$ cat src/design/pfa_defs.svh
// Purpose: register map, field positions and reset values of the packet filter block
// Assumes: register indices are word indices; byte address is four times the index
// Notes: definitions only
`ifndef PFA_DEFS_SVH
`define PFA_DEFS_SVH

// register word indices
`define PFA_IDX_PKT_CFG 6'h37
`define PFA_IDX_PAY_LEN 6'h38
`define PFA_IDX_NODE 6'h39
`define PFA_IDX_BCAST 6'h3A
`define PFA_IDX_AUTO 6'h3B
`define PFA_IDX_OPMODE 6'h3C
`define PFA_IDX_STATUS 6'h3D

// packet config fields
`define PFA_CFG_FMT 7
`define PFA_CFG_KEEP 3
`define PFA_CFG_FILT_HI 2
`define PFA_CFG_FILT_LO 1

// auto mode fields
`define PFA_AUTO_ENT_HI 7
`define PFA_AUTO_ENT_LO 5
`define PFA_AUTO_EXT_HI 4
`define PFA_AUTO_EXT_LO 2
`define PFA_AUTO_MID_HI 1
`define PFA_AUTO_MID_LO 0

// reset values
`define PFA_RST_PKT_CFG 8'h00
`define PFA_RST_PAY_LEN 8'h40
`define PFA_RST_NODE 8'h00
`define PFA_RST_BCAST 8'h00
`define PFA_RST_AUTO 8'h00
`define PFA_RST_OPMODE 2'h1

`endif

$ cat src/design/pfa_pkg.sv
// Purpose: types shared by the packet filter block
// Assumes: nothing beyond the defs header
// Notes: event codes follow the auto mode field encoding
package pfa_pkg;

  // filter selection codes
  typedef enum logic [1:0] {
    PFA_FILT_OFF = 2'b00,
    PFA_FILT_NODE = 2'b01,
    PFA_FILT_BOTH = 2'b10,
    PFA_FILT_RSVD = 2'b11
  } pfa_filt_e;

  // interrupt flags from the packet handler, all on ref_clk
  typedef struct packed {
    logic buffer_has_data_flag;
    logic fifo_level;
    logic crc_ok;
    logic payload_ready;
    logic sync_addr;
    logic packet_sent;
    logic timeout;
  } pfa_flags_s;

  // receive side strobes from the packet handler
  typedef struct packed {
    logic addr_valid;
    logic [7:0] addr;
    logic len_valid;
    logic [7:0] len;
    logic crc_done;
    logic crc_pass;
  } pfa_rx_s;

  // decisions back to the packet handler
  typedef struct packed {
    logic addr_accept;
    logic addr_reject;
    logic len_accept;
    logic len_reject;
    logic payload_done_irq;
    logic fifo_flush;
    logic rx_restart;
  } pfa_dec_s;

  // whole block state
  typedef struct packed {
    logic [7:0] pkt_cfg;
    logic [7:0] payload_len;
    logic [7:0] own_station_addr;
    logic [7:0] all_stations_addr;
    logic [7:0] auto_ctl;
    logic [1:0] op_mode;
    logic seq_active;
    pfa_flags_s flags_prev;
    pfa_dec_s dec;
    logic ack;
    logic [31:0] rdata;
  } pfa_state_s;

endpackage

$ cat src/design/pfa_top.sv
// Purpose: address/length filter, crc fail handling and auto mode sequencer
// Assumes: packet handler strobes and flags are on ref_clk
// Notes: Avalon-MM slave, one wait state per access
//   word map: 0x37 packet config, 0x38 payload length, 0x39 node address,
//   0x3A broadcast address, 0x3B auto modes, 0x3C resting mode, 0x3D status
//   packet config: bit 7 variable format, bit 3 keep fifo on crc fail,
//   bits 2:1 address filter selection
//   auto modes: bits 7:5 entry event, 4:2 exit event, 1:0 interim mode
//   writes land at the edge that completes the access, one cycle after the wait state ends,
//   so an abandoned write leaves every register untouched
//   read data is registered in the first cycle and stands until the next read
//   every decision toward the packet handler is a registered one-cycle pulse
//   flags are sampled once per cycle; a pulse shorter than a cycle is lost
// Function
// - keep fifo, raise payload irq on crc fail
// - otherwise flush fifo, restart, no irq
// - filter code 00 accepts every address
// - code 01 accepts node address only
// - code 10 accepts node or broadcast
// - fixed format uses exact payload length
// - variable format: max rx length, tx ignores
// - node address register, reset zero
// - broadcast address register, reset zero
// - enter event field, 000 off, 001 fifo-not-empty
// - exit event field, 000 off, 001 fifo empty
//
// The implementer's own choice: register access over Avalon-MM.
`timescale 1ns/100ps
`include "pfa_defs.svh"

// equality match of a received address against one programmed address
module pfa_addr_match #(
  parameter int W = 8
) (
  // address seen in the packet and the programmed one
  input wire logic [W-1:0] seen,
  input wire logic [W-1:0] want,
  // result
  output logic hit
);

  // a zero width would match everything
  if (W < 1) begin : g_chk
    $error("W must be at least one");
  end

  // plain compare; the caller decides which matches count
  assign hit = (seen == want);

endmodule

// rising and falling edges of a set of level flags
module pfa_edge #(
  parameter int W = 1
) (
  // level now and one cycle ago
  input wire logic [W-1:0] cur_lvl,
  input wire logic [W-1:0] old_lvl,
  // edges, valid in the cycle in which the new level first shows
  output logic [W-1:0] up,
  output logic [W-1:0] down
);

  // a zero width leaves nothing to watch
  if (W < 1) begin : g_chk
    $error("W must be at least one");
  end

  // both views from the same two samples, so an edge is never seen twice
  assign up = cur_lvl & ~old_lvl;
  assign down = ~cur_lvl & old_lvl;

endmodule

module pfa_top #(
  parameter int ADDR_W = 8
) (
  // clock and reset
  input wire logic ref_clk,
  input wire logic rst_b,
  // avalon-mm slave, word addressed
  input wire logic [ADDR_W-1:0] avs_address,
  input wire logic avs_read,
  input wire logic avs_write,
  input wire logic [31:0] avs_writedata,
  input wire logic [3:0] avs_byteenable,
  output logic [31:0] avs_readdata,
  output logic avs_waitrequest,
  // packet handler side
  input wire pfa_pkg::pfa_rx_s rx_in,
  input wire pfa_pkg::pfa_flags_s irq_flags,
  output pfa_pkg::pfa_dec_s rx_dec,
  // transmit length and operating mode
  output logic [7:0] tx_len,
  output logic tx_len_fixed,
  output logic [1:0] cur_mode
);

  // word index must reach the highest register
  if (ADDR_W < 6) begin : g_chk
    $error("ADDR_W too small for the register map");
  end

  // an index wider than the data word makes no sense on this bus
  if (ADDR_W > 32) begin : g_chk_hi
    $error("ADDR_W wider than the data word");
  end

  pfa_pkg::pfa_state_s st_r;
  pfa_pkg::pfa_state_s st_nxt;
  pfa_pkg::pfa_filt_e filt;
  logic keep_fifo;
  logic fmt_var;
  logic [2:0] ent_code;
  logic [2:0] ext_code;
  logic [1:0] mid_mode;
  logic [ADDR_W-1:0] idx;
  logic req;
  logic [7:0] wbyte;
  logic [7:0] status;
  pfa_pkg::pfa_flags_s rise;
  pfa_pkg::pfa_flags_s fall;
  logic ent_hit;
  logic ext_hit;
  logic seq_on;
  logic wr_go;
  logic rd_go;
  logic sel_cfg;
  logic sel_len;
  logic sel_node;
  logic sel_bcast;
  logic sel_auto;
  logic sel_mode;
  logic sel_stat;
  logic node_hit;
  logic bcast_hit;

  // field views of the config registers
  assign filt = pfa_pkg::pfa_filt_e'(st_r.pkt_cfg[`PFA_CFG_FILT_HI:`PFA_CFG_FILT_LO]);
  assign keep_fifo = st_r.pkt_cfg[`PFA_CFG_KEEP];
  assign fmt_var = st_r.pkt_cfg[`PFA_CFG_FMT];
  assign ent_code = st_r.auto_ctl[`PFA_AUTO_ENT_HI:`PFA_AUTO_ENT_LO];
  assign ext_code = st_r.auto_ctl[`PFA_AUTO_EXT_HI:`PFA_AUTO_EXT_LO];
  assign mid_mode = st_r.auto_ctl[`PFA_AUTO_MID_HI:`PFA_AUTO_MID_LO];
  assign idx = avs_address;
  assign req = avs_read | avs_write;
  assign wbyte = avs_writedata[7:0];
  assign status = {5'h00, st_r.seq_active, cur_mode};

  // bus strobes; read data is fetched in the wait cycle, a write lands as the access completes, one cycle after the wait ends
  assign wr_go = avs_write & st_r.ack;
  assign rd_go = avs_read & ~st_r.ack;

  // register selects
  assign sel_cfg = (idx == ADDR_W'(`PFA_IDX_PKT_CFG));
  assign sel_len = (idx == ADDR_W'(`PFA_IDX_PAY_LEN));
  assign sel_node = (idx == ADDR_W'(`PFA_IDX_NODE));
  assign sel_bcast = (idx == ADDR_W'(`PFA_IDX_BCAST));
  assign sel_auto = (idx == ADDR_W'(`PFA_IDX_AUTO));
  assign sel_mode = (idx == ADDR_W'(`PFA_IDX_OPMODE));
  assign sel_stat = (idx == ADDR_W'(`PFA_IDX_STATUS));

  // sequencer runs only while both events are chosen; either at 000 stops it
  assign seq_on = (ent_code != 3'h0) & (ext_code != 3'h0);

  // flag edges; flags come from same-clock logic, so no synchroniser
  pfa_edge #(
    .W($bits(pfa_pkg::pfa_flags_s))
  ) u_flag_edge (
    .cur_lvl(irq_flags),
    .old_lvl(st_r.flags_prev),
    .up(rise),
    .down(fall)
  );

  // one comparator per programmed address
  pfa_addr_match #(
    .W($bits(rx_in.addr))
  ) u_node_match (
    .seen(rx_in.addr),
    .want(st_r.own_station_addr),
    .hit(node_hit)
  );
  pfa_addr_match #(
    .W($bits(rx_in.addr))
  ) u_bcast_match (
    .seen(rx_in.addr),
    .want(st_r.all_stations_addr),
    .hit(bcast_hit)
  );

  // enter event decode
  // codes 2 to 6 follow rising edges of the other flags, all but timeout
  always_comb begin
    unique case (ent_code)
      3'h0: ent_hit = 1'b0;
      3'h1: ent_hit = rise.buffer_has_data_flag;
      3'h2: ent_hit = rise.fifo_level;
      3'h3: ent_hit = rise.crc_ok;
      3'h4: ent_hit = rise.payload_ready;
      3'h5: ent_hit = rise.sync_addr;
      3'h6: ent_hit = rise.packet_sent;
      3'h7: ent_hit = fall.buffer_has_data_flag;
    endcase
  end

  // exit event decode; most exits also leave on timeout
  always_comb begin
    unique case (ext_code)
      3'h0: ext_hit = 1'b0;
      3'h1: ext_hit = fall.buffer_has_data_flag;
      3'h2: ext_hit = rise.fifo_level | rise.timeout;
      3'h3: ext_hit = rise.crc_ok | rise.timeout;
      3'h4: ext_hit = rise.payload_ready | rise.timeout;
      3'h5: ext_hit = rise.sync_addr | rise.timeout;
      3'h6: ext_hit = rise.packet_sent;
      3'h7: ext_hit = rise.timeout;
    endcase
  end

  // next state
  always_comb begin
    st_nxt = st_r;
    st_nxt.flags_prev = irq_flags;
    st_nxt.dec = '0;

    // bus: first cycle of a request waits, second completes
    st_nxt.ack = req & ~st_r.ack;
    // byte lane 0 carries every register; the other lanes are ignored
    if (wr_go & avs_byteenable[0]) begin
      if (sel_cfg) begin
        st_nxt.pkt_cfg = wbyte;
      end
      if (sel_len) begin
        st_nxt.payload_len = wbyte;
      end
      if (sel_node) begin
        st_nxt.own_station_addr = wbyte;
      end
      if (sel_bcast) begin
        st_nxt.all_stations_addr = wbyte;
      end
      if (sel_auto) begin
        st_nxt.auto_ctl = wbyte;
      end
      if (sel_mode) begin
        st_nxt.op_mode = wbyte[1:0];
      end
    end
    // status is read only; a write to it is dropped
    if (rd_go) begin
      st_nxt.rdata = 32'h00000000; // unmapped reads return zero
      if (sel_cfg) begin
        st_nxt.rdata[7:0] = st_r.pkt_cfg;
      end
      if (sel_len) begin
        st_nxt.rdata[7:0] = st_r.payload_len;
      end
      if (sel_node) begin
        st_nxt.rdata[7:0] = st_r.own_station_addr;
      end
      if (sel_bcast) begin
        st_nxt.rdata[7:0] = st_r.all_stations_addr;
      end
      if (sel_auto) begin
        st_nxt.rdata[7:0] = st_r.auto_ctl;
      end
      if (sel_mode) begin
        st_nxt.rdata[1:0] = st_r.op_mode;
      end
      if (sel_stat) begin
        st_nxt.rdata[7:0] = status;
      end
    end

    // address filter; reserved code behaves as off
    if (rx_in.addr_valid) begin
      unique case (filt)
        pfa_pkg::PFA_FILT_NODE: begin
          st_nxt.dec.addr_accept = node_hit;
        end
        pfa_pkg::PFA_FILT_BOTH: begin
          st_nxt.dec.addr_accept = node_hit | bcast_hit;
        end
        pfa_pkg::PFA_FILT_OFF, pfa_pkg::PFA_FILT_RSVD: begin
          st_nxt.dec.addr_accept = 1'b1;
        end
      endcase
      st_nxt.dec.addr_reject = ~st_nxt.dec.addr_accept;
    end

    // length check: exact when fixed, ceiling when variable
    // one register serves both directions; transmit reads it through tx_len
    if (rx_in.len_valid) begin
      if (fmt_var) begin
        st_nxt.dec.len_accept = (rx_in.len <= st_r.payload_len);
      end else begin
        st_nxt.dec.len_accept = (rx_in.len == st_r.payload_len);
      end
      st_nxt.dec.len_reject = ~st_nxt.dec.len_accept;
    end

    // crc verdict
    // a passing crc always raises the payload irq
    if (rx_in.crc_done) begin
      if (rx_in.crc_pass | keep_fifo) begin
        st_nxt.dec.payload_done_irq = 1'b1;
      end else begin
        st_nxt.dec.fifo_flush = 1'b1;
        st_nxt.dec.rx_restart = 1'b1;
      end
    end

    // sequencer; both fields must be nonzero to run
    // leaving on the entry edge itself needs the exit edge a cycle later
    if (!seq_on) begin
      st_nxt.seq_active = 1'b0;
    end else if (!st_r.seq_active & ent_hit) begin
      st_nxt.seq_active = 1'b1;
    end else if (st_r.seq_active & ext_hit) begin
      st_nxt.seq_active = 1'b0;
    end
  end

  // single state register
  always_ff @(posedge ref_clk or negedge rst_b) begin
    if (!rst_b) begin
      // configuration back to its reset values; no state survives a reset
      st_r <= '0;
      st_r.pkt_cfg <= `PFA_RST_PKT_CFG;
      st_r.payload_len <= `PFA_RST_PAY_LEN;
      st_r.own_station_addr <= `PFA_RST_NODE;
      st_r.all_stations_addr <= `PFA_RST_BCAST;
      st_r.auto_ctl <= `PFA_RST_AUTO;
      st_r.op_mode <= `PFA_RST_OPMODE;
    end else begin
      st_r <= st_nxt;
    end
  end

  // outputs
  // cur_mode falls back to the resting mode as soon as the sequencer stops
  assign avs_waitrequest = req & ~st_r.ack;
  assign avs_readdata = st_r.rdata;
  assign rx_dec = st_r.dec;
  assign tx_len = st_r.payload_len;
  assign tx_len_fixed = ~fmt_var;
  assign cur_mode = st_r.seq_active ? mid_mode : st_r.op_mode;

endmodule

$ cat config.mk
export PLATFORM = sky130hd
export DESIGN_NAME = pfa_top
export DESIGN_NICKNAME = d
export VERILOG_FILES = /design/src/design/pfa_pkg.sv /design/src/design/pfa_top.sv
export VERILOG_INCLUDE_DIRS = /design/src /design/src/design
export SDC_FILE = /design/constraint.sdc
export NUM_CORES = 1
export LEC_CHECK = 0
export ABC_AREA = 1
export BUFFER_PORTS_ARGS = -buffer_cell sky130_fd_sc_hd__buf_2
export CAP_MARGIN = 20
export CORE_ASPECT_RATIO = 0.75
export CORE_MARGIN = 5
export CORE_UTILIZATION = 40
export DETAILED_ROUTE_END_ITERATION = 16
export PLACE_DENSITY = 0.65
export SLEW_MARGIN = 20
export SYNTH_ARGS = -nofsm -noshare
export SYNTH_HDL_FRONTEND = slang
export SYNTH_SLANG_ARGS = --single-unit
$ cat constraint.sdc
create_clock -name ref_clk -period 1.75 [get_ports ref_clk]
set_input_delay 0.35 -clock ref_clk [delete_from_list [all_inputs] [get_ports ref_clk]]
set_output_delay 0.35 -clock ref_clk [all_outputs]
set_load 0.02 [all_outputs]
Yosys cells after proc, flatten, opt, wreduce, memory -nomap -nowiden

Index checks and enable logic that the tools add are counted.

Register bits after elaboration: 66
Output and inout bits: 51
Bits of input ports: 75

Reduce and logical (&&, ||, !) cells: 13
$lt $le $gt $ge: 1
Muxes and demuxes: 22
Bitwise operators: 22
Eq/ne operators: 28

Operator list:

| cell                                                            | number |
|---|---|
| 8-bit by 6-bit == test with 1-bit output, second input constant | 7 |
| 8-bit 2-to-1 mux                                                | 6 |
| 3-bit == test, second input constant                            | 8 |
| 8-bit == test                                                   | 3 |
| 1-bit case mux with 8 select lines                              | 2 |
| 7-bit AND                                                       | 2 |
| 7-bit inverter                                                  | 2 |
| 3-bit by 2-bit == test with 1-bit output, second input constant | 4 |
| 2-bit AND reduction                                             | 6 |
| 2-bit 2-to-1 mux                                                | 5 |
| 8-bit <= comparator                                             | 1 |
| 1-bit AND                                                       | 7 |
| 1-bit 2-to-1 mux                                                | 7 |
| 1-bit bitwise OR                                                | 7 |
| 3-bit by 1-bit == test with 1-bit output, second input constant | 2 |
| 3-bit logical NOT                                               | 2 |
| 3-bit nonzero test                                              | 2 |
| 2-bit == test, second input constant                            | 2 |
| 1-bit inverter                                                  | 4 |
| 3-bit 2-to-1 mux                                                | 1 |
| 3-bit by 1-bit != test with 1-bit output, second input constant | 1 |
| 1-bit case mux with 3 select lines                              | 1 |
| 2-bit by 1-bit == test with 1-bit output, second input constant | 1 |
| 2-bit logical NOT                                               | 1 |
| 2 further kinds                                                 | 2 |

Depth between registers and ports, before layout

Gate-level depths: netlist of run 1.

Word-level depth: 8
Depth in mapped cells: 12
Mapped depth without buffers: 12

Cells and area by module

Synthesis of run 1 repeated with hierarchy kept, for this count alone.

Cell total of the unflattened synthesis: 568
Area, all modules: 4200.3 um^2

Modules (own cells, without submodules):

| module         | cells each | area each (um^2) | instances |
|---|---|---|---|
| pfa_top        | 452        | 3764.9           | 1 |
| pfa_addr_match | 44         | 165.2            | 2 |
| pfa_edge       | 28         | 105.1            | 1 |

Least setup slack after synthesis of run 1

No wires, ideal clock.

Path kind: input port to flip-flop
From: input avs_address[6]
To: register st_r (netlist bit ent_code[1])
Slack: 0.298 ns
Data arrival time: 1.332 ns
Library setup time: 0.120 ns
Cell stages on the path: 9
Cell sequence: inv_1 -> nand2_1 -> nor2_4 -> inv_1 -> nor3_4 -> nand2_2 -> buf_6 -> nand2_1 -> o21ai_2

Cells in the longest elaborated chain, start to end: 2

RTL lines:

| item                                     | RTL line       | RTL |
|---|---|---|
| from (decl)                              | pfa_top.sv:82  | `input wire logic [ADDR_W-1:0] avs_address,` |
| 8-bit by 6-bit == test with 1-bit output | pfa_top.sv:159 | `` assign sel_auto = (idx == ADDR_W'(`PFA_IDX_AUTO)); `` |
| 2-bit AND reduction (no line)            | -              |  |
| to (signal assigned)                     | pfa_top.sv:337 | `st_r <= st_nxt;` |
| to (decl)                                | pfa_top.sv:109 | `pfa_pkg::pfa_state_s st_r;` |

No other way between the ends.
A chain may end at the register's enable or synchronous reset.

Worst setup path in the final report of run 1

From: register st_r[47] (netlist bit)
To: output cur_mode[1]

Cells in the longest elaborated chain, start to end: 1

RTL lines:

| item             | RTL line       | RTL |
|---|---|---|
| 2-bit 2-to-1 mux | pfa_top.sv:348 | `assign cur_mode = st_r.seq_active ? mid_mode : st_r.op_mode;` |
| to (decl)        | pfa_top.sv:96  | `output logic [1:0] cur_mode` |

No other way between the ends.

==> flow_summary.toml, run 1 <==
[clock_tree]
cts_buffer_depth = 2
post_cts_buffers = 0
postCtsResizedCells = 0
clkTransAtPathRegs_ns = 0.05
tritoncts = "yes"
clk_latency_ns = 0.33
hold_buffers = 0
numCtsBuffers = 9
clock-sinks = 65
root_buffer = "clkbuf_16"
cts_max_level = 3

[worst_setup_path]
crit_buf_inv = 2
path_class = "reg2out"
cp_max_fo = 4
slowest_stage = "dfrtp_1"
start_kind = "register"
cp.arrival_ns = 1.30
max_stage_delay_ns = 0.44
cpMostUsedCell = "nand2_1"
cp_top_family = "flip-flops"
path_cells = "inv_1, nand2_1, nand2_1, buf_2"
cp.required_ns = 1.40
setup.worst_path.end_class = "primary output"

[routing]
via_per_inst = 4.72
vias = 3334
wl_per_cell_um = 13.6
ant_nets = 0
drt_wl_total_mm = 9.60
drt_iter0_drc = 223
drt-pass1-iter-count = 5
drc_errors = 0

[cells_and_area]
area_delta_synth_final_pct = 15.3
layout_common_cells = "nand2_1 (128), buf_2 (74), inv_1 (64), dfrtp_1 (63), o21ai_0 (35)"
drive_gt1_share_pct = 22.8
finalCoreUtilization_pct = 47.4
final_common_cell = "nand2_1"
fin_cells = 707
antenna_cells = 0
nNetsFinal = 655
finalInstanceArea_um2 = 4580

[logic_synthesis]
syn_inst = 503
syn_area_per_cell_um2 = 7.89
yosys_warnings = 0
ys_seq_area_share_pct = 41.0
synth_cell_types = 38
synth_flop_cell = "dfrtp_1"
async_flop_share_pct = 100
synth.ff_latch_count = 65
synth_edf_count = 0
synth.cell_area_um2 = 3970

[run]
cap_viol_max_count = 0

[timing]
fin_ws_ns = 0.104
hold_slack_ns = 0.0111
hold_violations = 0
slew_headroom_pct = 61.8
tns_ns = 0
clock_skew_ns = 0.00417
setup_viol = 0
fin_crit_sh_pct = 94.0
period_needed_ns = 1.65
slew_violations = 0
rsz0062_at_grt = "false"
clock.fmax_ghz = 0.608
tightestPinTransition_ns = 0.573

[place]
place_congestion = 0.923
hpwl_mm = 7.72
place_ws_ns = 0.0598
io_buffers = 74
dp_cells = 691
dpl_cell_area_um2 = 4300

[global_route]
grt_pass1_vias = 3319
grt_util_all_layers_pct = 17.1
grt_max_degree = 25
antenna_found_initial = 0
overflow = 0
grt_pass1_wl_mm = 16.2

[die]
die_h_um = 96.3
num_rows = 31
ios = 126
die_area_um2 = 12000
start_util_pct = 41.1
die_x_um = 125
design.core.area_um2 = 9660

[power]
power.leakage_nw = 2.41
ir_worst_vdd_uv = 385
power_mw = 3.63
power.density_nw_per_um2 = 794

[run_status]
status = "completed"

[min_path]
min_path_type = "in2async"
cells in the mapped netlist, drive strengths merged (8+ instances only):
library cell    n  share of area [%]
buf            55                 11
xnor2          16                3.5
dfrtp          63                 40
o21ai          56                7.8
nand2         134                 13
nand3          21                3.1
ha             10                3.2
nor3           10                1.8
a21oi          10                1.3
nand4           8                1.3
nor2           34                3.7
inv            67                6.3
cells by family after synthesis:
logic type	after synthesis	share of synthesized area, %
xor gates and xnor gates	16	3.53
buffers and inverters	123	17.1
other	1	0.0945
muxes	1	0.252
DFF	65	41.0
and+or+nand+nor	213	24.2
AOI/OAI and AO/OA	74	10.7
adders and majority gates	10	3.15
flip-flops by register name (all words and copies together) (netlist names):
signal        flops
mid_mode          2
rx_dec            6
keep_fifo         1
ext_code          3
st_r             31
filt              2
tx_len            8
avs_readdata      8
ent_code          3
fmt_var           1
final cells by class:
| type | instances | area (µm²) |
|---|---|---|
| tap | 132 | 165 |
| clock inverter | 3 | 15.0 |
| multi-input combinational | 338 | 1750 |
| clock buffer | 13 | 260 |
| sequential | 65 | 1630 |
| fill | 944 | 5080 |
| inverter | 67 | 251 |
| timing repair buffer | 89 | 508 |
path summary, 6_finish.rpt:
kind	startpoint	end	slack (ns)	depth (start not counted)
hold / removal	rst_b	rx_dec[2]	0.01	1
hold reg to reg	st_r[32]	st_r[32]	0.46	1
min in group ref_clk	irq_flags[3]	st_r[43]	0.13	1
max in group asynchronous	rst_b	st_r[48]	1.13	2
setup / recovery	st_r[47]	cur_mode[1]	0.10	4
setup reg to reg	st_r[32]	st_r[64]	0.27	3
power breakdown:
part / internal [mW] / switching [mW] / total [mW]
clock network: 1.03 / 0.633 / 1.66
logic: 0.141 / 0.267 / 0.407
registers: 1.54 / 0.0228 / 1.56
total: 2.71 / 0.923 / 3.63
per-layer routing:
layer,up-vias,GRT usage (%),wire (µm)
met4,0,4.87,90
met2,104,27.0,4350
li1,1670,-,-
met5,-,0,0
met3,10,4.44,602
met1,1550,23.4,4560
Power figures use the tool's default switching activity.
==> run 2: changes to the inputs <==
--- a/config.mk
+++ b/config.mk
@@ -13,7 +13,7 @@
 export CORE_MARGIN = 5
 export CORE_UTILIZATION = 40
 export DETAILED_ROUTE_END_ITERATION = 16
-export PLACE_DENSITY = 0.65
+export PLACE_DENSITY = 0.72
 export SLEW_MARGIN = 20
 export SYNTH_ARGS = -nofsm -noshare
 export SYNTH_HDL_FRONTEND = slang
==> run 2 against run 1 <==
Against the previous run: die area did not move; clock power fell by 4%; critical path depth did not move; first-iteration DRC count fell by 13%; count of clock-buffer cells in the layout rose by 1; critical endpoint unchanged; highest routed layer unchanged.
==> flow_summary.toml, run 2 (same netlist as run 1, synthesis figures left out) <==
[run_status]
status = "completed"

[clock_tree]
clkTransAtPathRegs_ns = 0.05
cts_buffer_depth = 2
numCtsBuffers = 9
cts_max_level = 3
hold_buffers = 0
clock-sinks = 65
postCtsResizedCells = 0
post_cts_buffers = 0
tritoncts = "yes"
clk_latency_ns = 0.33
root_buffer = "clkbuf_16"

[worst_setup_path]
cp_max_fo = 4
r2r_start = "st_r[32]"
cp.arrival_ns = 1.23
ff2ff_path_depth = 3
path_class = "reg2out"
reg2reg_slack_ns = 0.29
setup.worst_path.end_class = "primary output"
cp-endpoint = "cur_mode[1]"
start_kind = "register"
cp.required_ns = 1.40
crit_start = "st_r[47]"
rr_endpoint = "st_r[60]"

[global_route]
grt_pass1_wl_mm = 15.3
grt_util_all_layers_pct = 16.3
grt_pass1_vias = 3076
overflow = 0
antenna_found_initial = 0
grt_max_degree = 66

[routing]
vias = 3286
drt_wl_total_mm = 9.45
drt-pass1-iter-count = 4
ant_nets = 0
via_per_inst = 4.69
drc_errors = 0
drt_iter0_drc = 195
wl_per_cell_um = 13.5

[timing]
fin_crit_sh_pct = 90.4
rsz0062_at_grt = "false"
fin_ws_ns = 0.167
clock_skew_ns = 0.00324
clock.fmax_ghz = 0.632
setup_viol = 0
slew_violations = 0
tns_ns = 0
period_needed_ns = 1.58
hold_violations = 0

[power]
p_sw_mw = 0.868
intPower_mw = 2.69
power.leakage_nw = 2.37
power.density_nw_per_um2 = 789
power_frac_comb_pct = 11.2
p_sw_share_pct = 24.4
ir_worst_vdd_uv = 451
clkPwrFrac_pct = 44.9
pwr-share-seq_pct = 44.0

[cells_and_area]
nNetsFinal = 650
largest_reg_flops = 31
drive_gt1_share_pct = 21.7
largest_register = "st_r"
nFillCells = 958
area_delta_synth_final_pct = 13.8
multi_input_area_um2 = 1750
antenna_cells = 0
final-seq-area_um2 = 1630
final_common_cell = "nand2_1"
layout_common_cells = "nand2_1 (128), buf_2 (74), inv_1 (64), dfrtp_1 (63), o21ai_0 (35)"
fin_cells = 700

[die]
die_h_um = 96.3
ios = 126
die_x_um = 125
num_rows = 31
die_area_um2 = 12000
start_util_pct = 41.1
design.core.area_um2 = 9660

[place]
place_congestion = 0.915
io_buffers = 74
place_ws_ns = 0.0144
hpwl_mm = 7.35
dp_cells = 686

[run]
cap_viol_max_count = 0

[min_path]
min_path_type = "in2async"
run 2: worst min path at each step:
stage                     start         endpoint  slack, ns  cells past startpoint
after floorplan           rst_b  avs_readdata[0]       0.05                      0
final                     rst_b        rx_dec[1]       0.03                      2
after global placement    rst_b        rx_dec[1]       0.39                      2
after global routing      rst_b        rx_dec[2]       0.06                      2
after CTS                 rst_b        rx_dec[5]       0.04                      2
after detailed placement  rst_b        rx_dec[5]       0.40                      2
run 2: final cells by class:
| type | instances | share of cell area (%) |
|---|---|---|
| Tap cell | 132 | 3.66 |
| Clock buffer | 14 | 5.85 |
| Inverter | 67 | 5.57 |
| Timing Repair Buffer | 84 | 10.1 |
| Multi-Input combinational cell | 338 | 38.7 |
| Sequential cell | 65 | 36.1 |
run 2: worst max-delay path, stage by stage, from the launching register on:
cell     delay [ns]
dfrtp_1        0.43
inv_1          0.16
nand2_1        0.06
nand2_1        0.08
buf_2          0.17
run 2: power by group through the flow:
stage,logic (mW),registers (mW),clock network [mW]
floorplan,0.288,1.58,0
global placement,0.389,1.59,0
detailed placement,0.399,1.59,0
CTS,0.401,1.57,1.64
global route,0.447,1.57,1.71
finish,0.398,1.57,1.60
run 2: stage by stage:
stage                     total power, mW  hold slack (ns)  area, µm²  util (%)
after global placement               1.98            0.390       4250      44.0
after global routing                 3.72           0.0573       4520      46.8
after floorplan                      1.87           0.0544       4060         -
final                                3.56           0.0310       4520      46.8
after CTS                            3.61           0.0414       4520      46.8
after detailed placement             1.99            0.396       4250      44.0
run 2: layer usage:
metal	vias to the layer above	routed length, µm	track usage (%)
met5	-	0	0
met4	0	127	4.60
met3	12	622	5.93
met2	93	4230	24.8
met1	1527	4470	21.9
li1	1654	-	-
==> run 3: changes to the inputs <==
--- a/config.mk
+++ b/config.mk
@@ -7,14 +7,15 @@
 export NUM_CORES = 1
 export LEC_CHECK = 0
 export ABC_AREA = 1
-export BUFFER_PORTS_ARGS = -buffer_cell sky130_fd_sc_hd__buf_2
 export CAP_MARGIN = 20
 export CORE_ASPECT_RATIO = 0.75
 export CORE_MARGIN = 5
 export CORE_UTILIZATION = 40
 export DETAILED_ROUTE_END_ITERATION = 16
-export PLACE_DENSITY = 0.72
+export DONT_BUFFER_PORTS = 1
+export PLACE_DENSITY = 0.61
 export SLEW_MARGIN = 20
 export SYNTH_ARGS = -nofsm -noshare
 export SYNTH_HDL_FRONTEND = slang
 export SYNTH_SLANG_ARGS = --single-unit
+export TNS_END_PERCENT = 100
==> run 3 against run 2 <==
Against the previous run: the flow now finishes with violations (hold timing); wire length shrank 2.0%; utilization shrank 2.8 points; non-clock buffer count shrank 71; clock power grew 31%; worst hold slack lost 0.32 ns; maximum frequency grew 1.6%; sequential power is essentially flat; first-iteration DRC count grew 6.2%; global-route usage shrank 0.42 points; critical endpoint unchanged.
==> flow_summary.toml, run 3 (same netlist as run 1, synthesis figures left out) <==
[routing]
drt_wl_total_mm = 9.26
wl_per_cell_um = 14.7
drc_errors = 0
vias = 3037
ant_nets = 0
drt-pass1-iter-count = 5
drt_iter0_drc = 207
via_per_inst = 4.81

[run_status]
violations = "hold timing"
status = "finished, violations left"

[global_route]
grt_util_all_layers_pct = 15.8
overflow = 0
grt_pass1_wl_mm = 15.0
grt_pass1_vias = 2926
grt_max_degree = 66
antenna_found_initial = 0

[place]
hpwl_mm = 7.27
place_congestion = 0.870
io_buffers = 0
place_ws_ns = 0.142

[clock_tree]
clk_latency_ns = 0.33
clkTransAtPathRegs_ns = 0.06
clock-sinks = 65
postCtsResizedCells = 0
root_buffer = "clkbuf_16"
numCtsBuffers = 9
cts_max_level = 3
post_cts_buffers = 0
cts_buffer_depth = 2
tritoncts = "yes"

[power]
power.density_nw_per_um2 = 929
power.leakage_nw = 2.10
ir_worst_vdd_uv = 478

[die]
ios = 126
num_rows = 31
design.core.area_um2 = 9660
start_util_pct = 41.1
die_area_um2 = 12000
die_h_um = 96.3
die_x_um = 125

[worst_setup_path]
cp.arrival_ns = 1.21
cp.required_ns = 1.40
start_kind = "register"
setup.worst_path.end_class = "primary output"
path_class = "reg2out"
cp_max_fo = 4

[timing]
rsz0062_at_grt = "false"
tns_ns = 0
hold_violations = 65
hold_slack_ns = -0.289
period_needed_ns = 1.56
setup_viol = 0
slew_violations = 0
clock.fmax_ghz = 0.642
clock_skew_ns = 0.00894
fin_crit_sh_pct = 89.1
fin_ws_ns = 0.191

[run]
cap_viol_max_count = 0

[cells_and_area]
largest_reg_flops = 31
area_delta_synth_final_pct = 6.97
nNetsFinal = 579
final_common_cell = "nand2_1"
largest_register = "st_r"
layout_common_cells = "nand2_1 (128), inv_1 (64), dfrtp_1 (63), o21ai_0 (35), nor2_1 (31)"
antenna_cells = 0
drive_gt1_share_pct = 11.4

[min_path]
min_path_type = "in2async"
run 3: changes by cell type in the layout (fill, tap and decap cells not counted):
cell	before	now
buf_12	1	0
clkinv_4	0	2
clkbuf_1	3	0
clkinvlp_4	0	1
buf_4	9	13
clkbuf_8	2	1
buf_2	74	0
bufinv_16	0	3
run 3: routing by layer:
metal	vias to the layer above	GRT usage, %	part of all wire (%)	wire length [µm]
li1	1512	-	-	-
met1	1423	20.2	45	4130
met2	95	25.6	46	4220
met3	7	5.16	8.6	800
met4	0	5.42	1.1	104
met5	-	0	0	0
run 3: path summary, 6_finish.rpt:
path,startpoint,endpoint,slack [ns],depth (start not counted)
worst max-delay path,st_r[47],cur_mode[1],0.19,3
worst min-delay path,rst_b,tx_len[4],-0.29,0
worst max register to register,tx_len[6],rx_dec[3],0.20,8
worst min register to register,st_r[88],st_r[88],0.49,2
max in group asynchronous,rst_b,st_r[48],1.83,0
min in group ref_clk,irq_flags[3],st_r[43],0.04,0
run 3: final cells by class:
| type | instances | area, µm² |
|---|---|---|
| clock buffers | 10 | 239 |
| clock inverters | 6 | 115 |
| fillers | 952 | 5410 |
| inverters | 67 | 251 |
| multi-input cells | 338 | 1750 |
| flip-flops and latches | 65 | 1630 |
| well taps | 132 | 165 |
| repair buffers | 13 | 97.6 |
run 3: power by group:
group / leakage, nW / switching [mW] / internal [mW] / total [mW]
Clock: 0.169 / 0.669 / 1.43 / 2.10
Combinational: 1.06 / 0.182 / 0.0789 / 0.261
Sequential: 0.872 / 0.0414 / 1.54 / 1.58
run 3: metrics by stage:
| stage | hold slack (ns) | instances | instance area, µm² | total power [mW] | util, % |
|---|---|---|---|---|---|
| after floorplan | 0.0544 | 526 | 4060 | 1.87 | - |
| after global placement | 0.0575 | 615 | 3890 | 1.86 | 40.3 |
| after detailed placement | 0.0560 | 615 | 3890 | 1.87 | 40.3 |
| after CTS | -0.298 | 631 | 4250 | 3.99 | 44.0 |
| after global routing | -0.300 | 631 | 4250 | 4.08 | 44.0 |
| final | -0.289 | 631 | 4250 | 3.95 | 44.0 |
run 3: critical path, cell delays in order (launching register included):
cell,delay [ns]
dfrtp_1,0.43
inv_1,0.16
nand2_1,0.07
nand2_1,0.22
